**src/common/ctu_pkg.sv**
```systemverilog
// Package: register map, field positions and source codes of the charge time unit
package ctu_pkg;
  localparam int ADDR_W = 2;
  localparam logic [1:0] OFF_CTRL = 2'h0;
  localparam logic [1:0] OFF_CUR = 2'h1;
  localparam logic [1:0] OFF_E2 = 2'h2;
  localparam logic [1:0] OFF_E1 = 2'h3;
  localparam logic [7:0] REG_RESET = 8'h00;
  localparam logic [7:0] CTRL_MASK = 8'hBF;
  localparam logic [7:0] E2_MASK = 8'hFC;
  localparam int B_EN = 7;
  localparam int B_SIDL = 5;
  localparam int B_DELAY_GENERATION_ENABLE = 4;
  localparam int B_GATE = 3;
  localparam int B_ORDER = 2;
  localparam int B_DISCH = 1;
  localparam int B_TRIG = 0;
  localparam int B_SENS = 7;
  localparam int B_POL = 6;
  localparam int SRC_HI = 5;
  localparam int SRC_LO = 2;
  localparam int B_ST2 = 1;
  localparam int B_ST1 = 0;
  localparam int TRIM_HI = 7;
  localparam int TRIM_LO = 2;
  localparam int RNG_HI = 1;
  localparam int RNG_LO = 0;
  localparam int NSRC = 16;
  localparam logic [3:0] SRC_RESERVED = 4'hC;
endpackage : ctu_pkg

```
**src/common/ctu_edge_if.sv**
```systemverilog
// Interface: one edge channel's configuration and its detected response
`timescale 1ns/1ps
interface ctu_edge_if;
  logic [3:0] source;
  logic polarity;
  logic edge_sensitive;
  logic hit;
  modport ctl (output source, output polarity, output edge_sensitive, input hit);
  modport det (input source, input polarity, input edge_sensitive, output hit);
endinterface : ctu_edge_if

```
**src/hdl/ctu_edge_detect.sv**
```systemverilog
// Edge channel detector: source select, 3-flop sync, polarity and sensitivity
`timescale 1ns/1ps
module ctu_edge_detect
  import ctu_pkg::*;
#(
  parameter int NS = NSRC
) (
  input wire logic clk_i,
  input wire logic rst_i,
  input wire logic ce_i,
  input wire logic [NS-1:0] src_i,
  ctu_edge_if.det ch
);
  typedef struct packed {
    logic [NS-1:0] s1;
    logic [NS-1:0] s2;
    logic [NS-1:0] s3;
    logic [NS-1:0] filt;
    logic [NS-1:0] filt_d;
  } ctu_det_t;
  ctu_det_t st;
  ctu_det_t next_st;
  logic lvl_now;
  logic lvl_old;

  // Synchroniser chain; stage one feeds only stage two
  always_comb begin
    next_st = st;
    if (ce_i) begin
      next_st.s1 = src_i;
      next_st.s2 = st.s1;
      next_st.s3 = st.s2;
      // Filtered level moves only where stages two and three agree
      next_st.filt = (st.s2 & st.s3) | (st.filt & (st.s2 ^ st.s3));
      next_st.filt_d = st.filt;
    end
  end

  always_ff @(posedge clk_i) begin
    if (rst_i) begin
      st <= '0;
    end else begin
      st <= next_st;
    end
  end

  // Reserved code never responds; polarity flips the active level
  always_comb begin
    lvl_now = (ch.source != SRC_RESERVED) && (st.filt[ch.source] == ch.polarity);
    lvl_old = (ch.source != SRC_RESERVED) && (st.filt_d[ch.source] == ch.polarity);
    // Edge mode needs a newly active filtered level, level mode just the level
    ch.hit = ch.edge_sensitive ? (lvl_now && !lvl_old) : lvl_now;
  end
endmodule : ctu_edge_detect

```
**src/hdl/ctu_top.sv**
```systemverilog
// Charge time unit: Wishbone registers, edge sequencing and current gate
//
// Behaviour
// Enable bit turns whole unit on/off; code gates only edge events, trigger and source_on_o.
// Stop-in-idle halts unit during idle; code gates only edge events and trigger.
// Delay-generation bit selects edge delay mode.
// Edge gate bit passes or blocks edges.
// Order bit: channel 2 waits channel 1.
// Discharge bit grounds current source output.
// Trigger bit allows conversion start event.
// Control bit 6 reads zero, ignores writes.
// Six-bit signed trim field, bits 7:2.
// Two-bit range field selects current multiple.
// Channel 2 sensitivity: edge or level.
// Channel 2 polarity: high/rising or low/falling.
// Four-bit channel 2 source, 1100 reserved.
// Status bits 1:0 show channel events.
// Detected enabled edge sets status bit.
// Source on when exactly one status set.
// Software may write status bits directly.
// Interrupt flag when source turns off.
// Channel 1 has same config fields.
// All control fields reset to zero.
`timescale 1ns/1ps
module ctu_top
  import ctu_pkg::*;
#(
  parameter int NS = NSRC
) (
  input wire logic clk_i,
  input wire logic rst_i,
  input wire logic ce_i,
  input wire logic idle_i,
  input wire logic [NS-1:0] chan1_src_i,
  input wire logic [NS-1:0] chan2_src_i,
  input wire logic wb_cyc_i,
  input wire logic wb_stb_i,
  input wire logic wb_we_i,
  input wire logic [ADDR_W-1:0] wb_adr_i,
  input wire logic [7:0] wb_dat_i,
  input wire logic wb_sel_i,
  output logic [7:0] wb_dat_o,
  output logic wb_ack_o,
  output logic source_on_o,
  output logic discharge_ground_o,
  output logic delay_mode_o,
  output logic [5:0] current_trim_o,
  output logic [1:0] current_range_o,
  output logic conversion_trigger_o,
  output logic irq_flag_o
);
  typedef struct packed {
    logic [7:0] ctrl;
    logic [7:0] cur;
    logic [7:0] e2;
    logic [7:0] e1;
    logic ack;
    logic [7:0] rdat;
    logic src_on;
    logic irq;
    logic trig;
  } ctu_state_t;
  ctu_state_t st;
  ctu_state_t next_st;

  ctu_edge_if ch1_if();
  ctu_edge_if ch2_if();
  logic running;
  logic wr_hit;
  logic rd_hit;
  logic ev1;
  logic ev2;
  logic [1:0] stat_n;
  logic on_n;

  // Register read mux, reused for bus data
  function automatic logic [7:0] rd_mux(input logic [1:0] a, input ctu_state_t s);
    case (a)
      OFF_CTRL: rd_mux = s.ctrl & CTRL_MASK;
      OFF_CUR: rd_mux = s.cur;
      OFF_E2: rd_mux = s.e2 & E2_MASK;
      OFF_E1: rd_mux = s.e1;
      default: rd_mux = REG_RESET;
    endcase
  endfunction : rd_mux

  // Channel configuration out of the registers
  assign ch1_if.edge_sensitive = st.e1[B_SENS];
  assign ch1_if.polarity = st.e1[B_POL];
  assign ch1_if.source = st.e1[SRC_HI:SRC_LO];
  assign ch2_if.edge_sensitive = st.e2[B_SENS];
  assign ch2_if.polarity = st.e2[B_POL];
  assign ch2_if.source = st.e2[SRC_HI:SRC_LO];

  ctu_edge_detect #(.NS(NS)) u_ch1 (
    .clk_i(clk_i),
    .rst_i(rst_i),
    .ce_i(ce_i),
    .src_i(chan1_src_i),
    .ch(ch1_if)
  );
  ctu_edge_detect #(.NS(NS)) u_ch2 (
    .clk_i(clk_i),
    .rst_i(rst_i),
    .ce_i(ce_i),
    .src_i(chan2_src_i),
    .ch(ch2_if)
  );

  // Unit runs when enabled and not parked by idle
  assign running = st.ctrl[B_EN] && !(idle_i && st.ctrl[B_SIDL]);
  // Single-cycle ack; ack drops the cycle after it is given
  assign wr_hit = wb_cyc_i && wb_stb_i && wb_we_i && wb_sel_i && !st.ack;
  assign rd_hit = wb_cyc_i && wb_stb_i && !st.ack;
  // Gated, ordered events; channel 2 waits for channel 1 status when ordered
  assign ev1 = running && st.ctrl[B_GATE] && ch1_if.hit;
  assign ev2 = running && st.ctrl[B_GATE] && ch2_if.hit
               && (!st.ctrl[B_ORDER] || st.e1[B_ST1]);

  always_comb begin
    next_st = st;
    stat_n = st.e1[B_ST2:B_ST1];
    on_n = st.src_on;
    if (ce_i) begin
      next_st.ack = rd_hit;
      if (rd_hit) begin
        next_st.rdat = rd_mux(wb_adr_i, st);
      end
      if (wr_hit) begin
        case (wb_adr_i)
          OFF_CTRL: next_st.ctrl = wb_dat_i & CTRL_MASK;
          OFF_CUR: next_st.cur = wb_dat_i;
          OFF_E2: next_st.e2 = wb_dat_i & E2_MASK;
          OFF_E1: begin
            next_st.e1[7:2] = wb_dat_i[7:2];
            stat_n = wb_dat_i[B_ST2:B_ST1];
          end
          default: next_st.ctrl = st.ctrl;
        endcase
      end
      // Hardware set wins over a same-cycle software clear
      if (ev1) begin
        stat_n[B_ST1] = 1'b1;
      end
      if (ev2) begin
        stat_n[B_ST2] = 1'b1;
      end
      next_st.e1[B_ST2:B_ST1] = stat_n;
      on_n = stat_n[0] ^ stat_n[1];
      next_st.src_on = on_n;
      // Pulse when current source goes from on to off
      next_st.irq = st.src_on && !on_n;
      // Conversion start when the second edge closes the window
      next_st.trig = st.ctrl[B_TRIG] && st.src_on && !on_n && running;
    end
  end

  // Whole state resets to zero, unit disabled with edges blocked
  always_ff @(posedge clk_i) begin
    if (rst_i) begin
      st <= '0;
    end else begin
      st <= next_st;
    end
  end

  // Outputs from flip-flops
  assign wb_dat_o = st.rdat;
  assign wb_ack_o = st.ack;
  assign source_on_o = st.src_on && st.ctrl[B_EN];
  assign discharge_ground_o = st.ctrl[B_DISCH];
  assign delay_mode_o = st.ctrl[B_DELAY_GENERATION_ENABLE];
  assign current_trim_o = st.cur[TRIM_HI:TRIM_LO];
  assign current_range_o = st.cur[RNG_HI:RNG_LO];
  assign conversion_trigger_o = st.trig;
  assign irq_flag_o = st.irq;
endmodule : ctu_top

```
**config.mk**
```make
export PLATFORM = sky130hd
export DESIGN_NAME = ctu_top
export DESIGN_NICKNAME = d
export VERILOG_FILES = /design/src/common/ctu_pkg.sv /design/src/common/ctu_edge_if.sv /design/src/hdl/ctu_edge_detect.sv /design/src/hdl/ctu_top.sv
export SDC_FILE = /design/constraint.sdc
export NUM_CORES = 1
export LEC_CHECK = 0
export ABC_AREA = 1
export BUFFER_PORTS_ARGS = -buffer_cell sky130_fd_sc_hd__clkbuf_2
export CAP_MARGIN = 10
export CORE_ASPECT_RATIO = 0.9
export CORE_MARGIN = 2
export CORE_UTILIZATION = 62
export CTS_BUF_LIST = sky130_fd_sc_hd__clkbuf_2
export DETAILED_ROUTE_END_ITERATION = 6
export PLACE_DENSITY = 0.92
export RECOVER_POWER = 100
export SLEW_MARGIN = 30
export SYNTH_ARGS = -nofsm -noshare
export SYNTH_HDL_FRONTEND = slang
export SYNTH_HIERARCHICAL = 1
export SYNTH_SLANG_ARGS = --single-unit
```
**constraint.sdc**
```tcl
create_clock -name clk_i -period 2.2 [get_ports clk_i]
set_input_delay 0.44 -clock clk_i [delete_from_list [all_inputs] [get_ports clk_i]]
set_output_delay 0.44 -clock clk_i [all_outputs]
set_load 0.05 [all_outputs]
```
==> impl_metrics.yaml, run 1 <==
synthesis:
  ys_seq_area_share_pct: 46.4
  synth-seq-cells: 201
  synth_cells: 1181
  syn_nets: 1263
  synth.distinct_cells: 27
  netlist_area_um2: 8680
  avgSynthCellArea_um2: 7.35
  synth_warnings: 6
placed_design:
  dpl.cell_count: 1349
  hpwlAfterDp_mm: 11.6
  numPortBuffers: 71
  gp_congestion: 0.884
  placed_area_um2: 8940
timing:
  clock.fmax_mhz: 478
  period_needed_ns: 2.09
  tightest_slew_ns: 0.839
  hold_viol_final: 0
  slew_violations: 0
  finalCritPeriodShare_pct: 95.0
  rsz0062_at_grt: "yes"
  hold_ws_ns: 0.0783
  finClkSkew_ns: 0.0333
  setup_violations: 0
  relSlewSlack_pct: 44.0
clock_network:
  cts_made_buffers: 49
  cts_root_buffer: "clkbuf_2"
  insertion_delay_ns: 0.80
  cts_buffer_depth: 3
  htreeDepth: 2
  clkTransAtPathRegs_ns: 0.10
  cts_tree: "yes"
  cts_sinks: 201
worst_setup_path:
  critPathKind: "register to register"
  cp.required_ns: 2.88
  cp.arrival_ns: 2.77
  crit_top_cell: "nand2_1"
  crit_buf_inv: 3
  slowest_stage: "dfxtp_1"
  crit_path_end_kind: "register"
  cp_max_fo: 16
  start_kind: "register"
  cp-startpoint: "ch1_if.source[0]"
  cp_top_family: "simple AND/OR/NAND/NOR gates"
  cpPeakStageDelay_ns: 0.32
  cp_cell_sequence: "buf_4, inv_6, nand2_1, nand3_1, nand2_1, nand2_1, nand3_1, nand3_1, nand2_1, nor2_1, nor2_1, nand4_1, nand2_1, nor2_1, nand2_1, nand2_2, nand2_1, o211ai_1, inv_1"
  rr_startpoint: "ch1_if.source[0]"
detailed_routing:
  detail_route.first_pass.iterations: 5
  dr_total_vias: 7938
  avgRoutedWirePerCell_um: 13.2
  drt-initial-drc-count: 684
  viasPerCell: 5.42
  drc: 0
  routed_wl_mm: 19.4
  ant_nets: 0
finish:
  syn2layout_area_growth_pct: 13.0
  drive_gt1_share_pct: 14.4
  final_nets: 1359
  design_area_um2: 9810
  fillers: 1012
  instances_no_fill: 1465
  antenna_cells: 0
floorplan:
  die_y_um: 116
  start_util_pct: 64.2
  die_x_um: 129
  core.rowCount: 40
  ios: 72
  die_area_um2: 15000
  core_um2: 13500
power:
  power.density_nw_per_um2: 662
  max-vdd-ir-drop_mv: 0.477
  p_leak_nw: 4.13
global_routing:
  grt_pass1_wl_mm: 32.7
  grt_pass1_vias: 7388
  gr-total-overflow: 0
  grt.total_usage_pct: 26.2
  grt_antenna_before_repair: 0
  grt_max_degree: 173
outcome:
  status: "finished clean"
job:
  maxCapViolCount: 0
hold_path:
  hold_path.class: "input pin to register"
  min-delay-start: "wb_adr_i[0]"
==> routing by layer <==
metal	up-vias	track usage (%)	wire length [um]
met5	-	0	0
met4	0	9.06	352
met3	42	6.32	1200
met2	259	41.8	8830
met1	3611	35.1	8990
li1	4026	-	-
==> stage by stage <==
| step | util (%) | TNS [ns] | worst slack (ns) | power (mW) |
|---|---|---|---|---|
| global placement | 66.1 | 0 | 0.203 | 4.35 |
| floorplan | - | 0 | 0.358 | 4.23 |
| global route | 72.6 | -0.185 | -0.0773 | 6.81 |
| CTS | 71.8 | 0 | 0.0154 | 6.53 |
| detailed placement | 66.1 | 0 | 0.0813 | 4.36 |
| finish | 72.6 | 0 | 0.110 | 6.49 |
==> registers in the layout, indices dropped and copies added (netlist names), 2 cells and up <==
signal,cells
u_ch1/st,80
u_ch2/st,80
st,8
wb_dat_o,8
current_trim_o,6
ch1_if.source,4
ch2_if.source,4
current_range_o,2
==> tightest hold or removal path: cells and delay by family <==
kind                   cells  cell delay, ns
AND/OR/NAND/NOR            2            0.20
buffers and inverters      1            0.12
AO/OA/AOI/OAI              1            0.06
==> cell families (layout without fill, tap and decap cells) <==
family	count (synthesis)	in the layout	synth area share, %
buffers and inverters	189	305	9.52
AND/OR/NAND/NOR	481	481	22.2
flip-flops	201	201	46.4
adder cells (fa/ha/maj)	32	32	4.61
AO/OA/AOI/OAI	278	278	17.3
==> layout by cell type, fill, tap and decap left out, types with 4 or more instances in the layout <==
cell type / netlist / routed
nand2_1: 357 / 352
dfxtp_1: 201 / 199
a21oi_1: 169 / 167
clkbuf_2: 0 / 131
inv_1: 93 / 93
o21ai_0: 64 / 64
nand3_1: 60 / 54
nor2_1: 54 / 53
dlygate4sd3_1: 0 / 41
a211oi_1: 32 / 32
ha_1: 32 / 32
buf_4: 19 / 18
nand3_2: 2 / 8
clkinv_1: 2 / 8
nand2_2: 2 / 7
inv_2: 6 / 6
o22ai_1: 4 / 4
==> timing repair <==
| action | in CTS | in global routing |
|---|---|---|
| buffers inserted | 0 | 4 |
| gates cloned | 0 | 0 |
| resized for setup | 1 | 22 |
| pin swaps | 0 | 16 |
| setup endpoints to repair | 2 | 3 |
| hold endpoints to repair | 61 | 0 |
| hold buffers | 41 | 0 |
==> synthesized netlist by cell type <==
master / count / area [um2]
inv_2: 6 / 22.5
nand2_2: 2 / 12.5
nor2_4: 2 / 22.5
o21bai_1: 2 / 15.0
a211oi_1: 32 / 240
ha_1: 32 / 400
nand3_1: 60 / 300
buf_6: 4 / 45.0
o211ai_1: 3 / 22.5
nand4_1: 2 / 12.5
a21oi_1: 169 / 846
a221oi_1: 3 / 26.3
inv_1: 93 / 349
nor2_1: 54 / 203
buf_2: 8 / 40.0
buf_1: 14 / 52.6
buf_4: 19 / 143
a21boi_0: 1 / 7.51
nand3_2: 2 / 20.0
clkinv_1: 2 / 7.51
o21ai_0: 64 / 320
or2_2: 2 / 12.5
dfxtp_1: 201 / 4020
clkbuf_1: 41 / 154
inv_4: 2 / 12.5
o22ai_1: 4 / 25.0
nand2_1: 357 / 1340
==> layout make-up <==
type | instances | area, um2 | share of cell area (%)
Sequential cell | 201 | 4030 | 41.1
Multi-Input combinational cell | 791 | 3880 | 39.6
Timing Repair Buffer | 131 | 933 | 9.52
Inverter | 103 | 397 | 4.04
Clock buffer | 62 | 310 | 3.16
Tap cell | 168 | 210 | 2.14
Clock inverter | 9 | 42.5 | 0.434
==> power by group <==
| part | internal, mW | total (mW) | switching, mW | leakage (nW) |
|---|---|---|---|---|
| logic | 0.207 | 0.558 | 0.351 | 2.22 |
| clock network | 0.750 | 2.13 | 1.38 | 0.271 |
| registers | 3.74 | 3.80 | 0.0624 | 1.64 |
==> final timing paths <==
path / to / slack, ns / depth (start not counted)
setup reg to reg: st[2] / 0.11 / 19
hold / removal: st[38] / 0.08 / 4
setup / recovery: st[2] / 0.11 / 19
hold reg to reg: u_ch2/st[65] / 0.46 / 2
Power figures use the tool's default switching activity.
==> run 2: changes to the inputs <==
--- a/config.mk
+++ b/config.mk
@@ -10,10 +10,10 @@
 export CAP_MARGIN = 10
 export CORE_ASPECT_RATIO = 0.9
 export CORE_MARGIN = 2
-export CORE_UTILIZATION = 62
+export CORE_UTILIZATION = 40
 export CTS_BUF_LIST = sky130_fd_sc_hd__clkbuf_2
 export DETAILED_ROUTE_END_ITERATION = 6
-export PLACE_DENSITY = 0.92
+export PLACE_DENSITY = 0.67
 export RECOVER_POWER = 100
 export SLEW_MARGIN = 30
 export SYNTH_ARGS = -nofsm -noshare
==> impl_metrics.yaml, run 2 (synthesis results as in run 1) <==
outcome:
  status: "finished, violations left"
  violations: "capacitance limit, slew limit"
floorplan:
  core.rowCount: 51
  ios: 72
  die_area_um2: 22900
  die_y_um: 144
  die_x_um: 159
  core_um2: 21400
  start_util_pct: 40.5
detailed_routing:
  avgRoutedWirePerCell_um: 12.0
  viasPerCell: 4.81
  drt-initial-drc-count: 552
  drc: 0
  ant_nets: 0
  routed_wl_mm: 19.2
  dr_total_vias: 7698
  detail_route.first_pass.iterations: 5
timing:
  period_needed_ns: 2.03
  finClkSkew_ns: 0.0638
  relSlewSlack_pct: -11.0
  tightest_slew_ns: 1.66
  hold_viol_final: 0
  setup_violations: 0
  slew_violations: 162
  finalCritPeriodShare_pct: 92.5
  clock.fmax_mhz: 492
  rsz0062_at_grt: "yes"
clock_network:
  cts_sinks: 201
  cts_tree: "yes"
  clkTransAtPathRegs_ns: 0.08
  cts_root_buffer: "clkbuf_2"
  cts_made_buffers: 51
  htreeDepth: 2
  cts_buffer_depth: 3
  insertion_delay_ns: 0.81
finish:
  reg_top3: "u_ch1/st x80, u_ch2/st x80"
  drive_gt1_share_pct: 15.7
  syn2layout_area_growth_pct: 16.2
  instances_no_fill: 1600
  most-common-layout-cells: "350 x nand2_1, 197 x dfxtp_1, 169 x a21oi_1, 143 x clkbuf_2, 93 x inv_1"
  layout_commonest_cell: "nand2_1"
  final_nets: 1364
worst_setup_path:
  crit_path_end_kind: "register"
  start_kind: "input pin"
  cp.arrival_ns: 2.59
  cp.required_ns: 2.75
  r2r_cells: 19
  cp_max_fo: 161
  critPathKind: "input pin to register"
  r2r_end: "conversion_trigger_o"
  rrSetupSlack_ns: 0.17
  rr_startpoint: "ch2_if.source[0]"
power:
  power.density_nw_per_um2: 658
  power.total_mw: 6.63
  p_leak_nw: 4.20
  max-vdd-ir-drop_mv: 0.411
placed_design:
  gp_congestion: 0.840
  numPortBuffers: 71
  dpl.cell_count: 1473
  hpwlAfterDp_mm: 11.7
hold_path:
  hold_path.class: "input pin to register"
  min-delay-start: "idle_i"
  min_to: "conversion_trigger_o"
  hold_depth: 6
global_routing:
  gr-total-overflow: 0
  grt_max_degree: 162
  grt_antenna_before_repair: 1
  grt.total_usage_pct: 16.5
  grt_pass1_wl_mm: 32.1
  grt_pass1_vias: 7011
job:
  maxCapViolCount: 1
run 2: cell types whose count changed in the layout (fill, tap and decap cells not counted), sizes merged:
cell,change
clkinv,-4
inv,+1
diode,+1
dlygate4sd3,+2
buf,-2
clkbuf,+14
run 2: power by group:
| group | switching [mW] | internal [mW] |
|---|---|---|
| Combinational | 0.347 | 0.208 |
| Clock | 1.41 | 0.869 |
| Sequential | 0.0580 | 3.74 |
run 2: how the worst max path moves through the flow:
| stage | startpoint | end | slack [ns] | depth (start not counted) |
|---|---|---|---|---|
| after floorplan | ch2_if.source[0] | st[2] | 0.36 | 20 |
| after global placement | ch2_if.source[1] | st[2] | 0.16 | 18 |
| after detailed placement | ch2_if.source[1] | st[2] | 0.10 | 18 |
| after CTS | ch2_if.source[1] | st[2] | 0.07 | 18 |
| after global routing | ch2_if.source[0] | st[2] | -0.05 | 20 |
| final | rst_i | u_ch1/st[1] | 0.17 | 4 |
run 2: area by class of cell:
cell class | instances | area, um2
Timing Repair Buffer | 134 | 987
Antenna cell | 1 | 2.50
Multi-Input combinational cell | 791 | 3900
Clock buffer | 73 | 365
Fill cell | 2223 | 11400
Inverter | 103 | 397
Tap cell | 291 | 364
Sequential cell | 201 | 4030
Clock inverter | 6 | 31.3
run 2: metrics by stage:
stage	hold slack (ns)	util (%)	setup slack (ns)	cell area (um2)	TNS (ns)
2_1_floorplan	0.435	-	0.358	8680	0
3_3_place_gp	0.449	42.5	0.162	9110	0
3_5_place_dp	0.454	42.5	0.101	9110	0
4_1_cts	0.0475	46.4	0.0668	9940	0
5_1_grt	0.102	47.0	-0.0467	10100	-0.0817
6_report	0.132	47.0	0.166	10100	0
run 2: per-layer routing:
| layer | up-vias | wire, um | track usage (%) |
|---|---|---|---|
| li1 | 4046 | - | - |
| met1 | 3435 | 9900 | 23.1 |
| met2 | 181 | 7950 | 24.6 |
| met3 | 36 | 994 | 3.64 |
| met4 | 0 | 345 | 6.46 |
| met5 | - | 0 | 0 |
run 2: critical path: stages:
cell	delay (ns)
dlygate4sd3_1	0.53
buf_4	0.20
buf_4	1.15
a211oi_1	0.09
run 2: repair_timing:
item | in CTS | in global routing
buffers inserted | 0 | 3
setup endpoints to repair | 0 | 4
hold buffers | 43 | 0
endpoints found under the hold margin | 69 | 0
gates resized for setup | 0 | 38
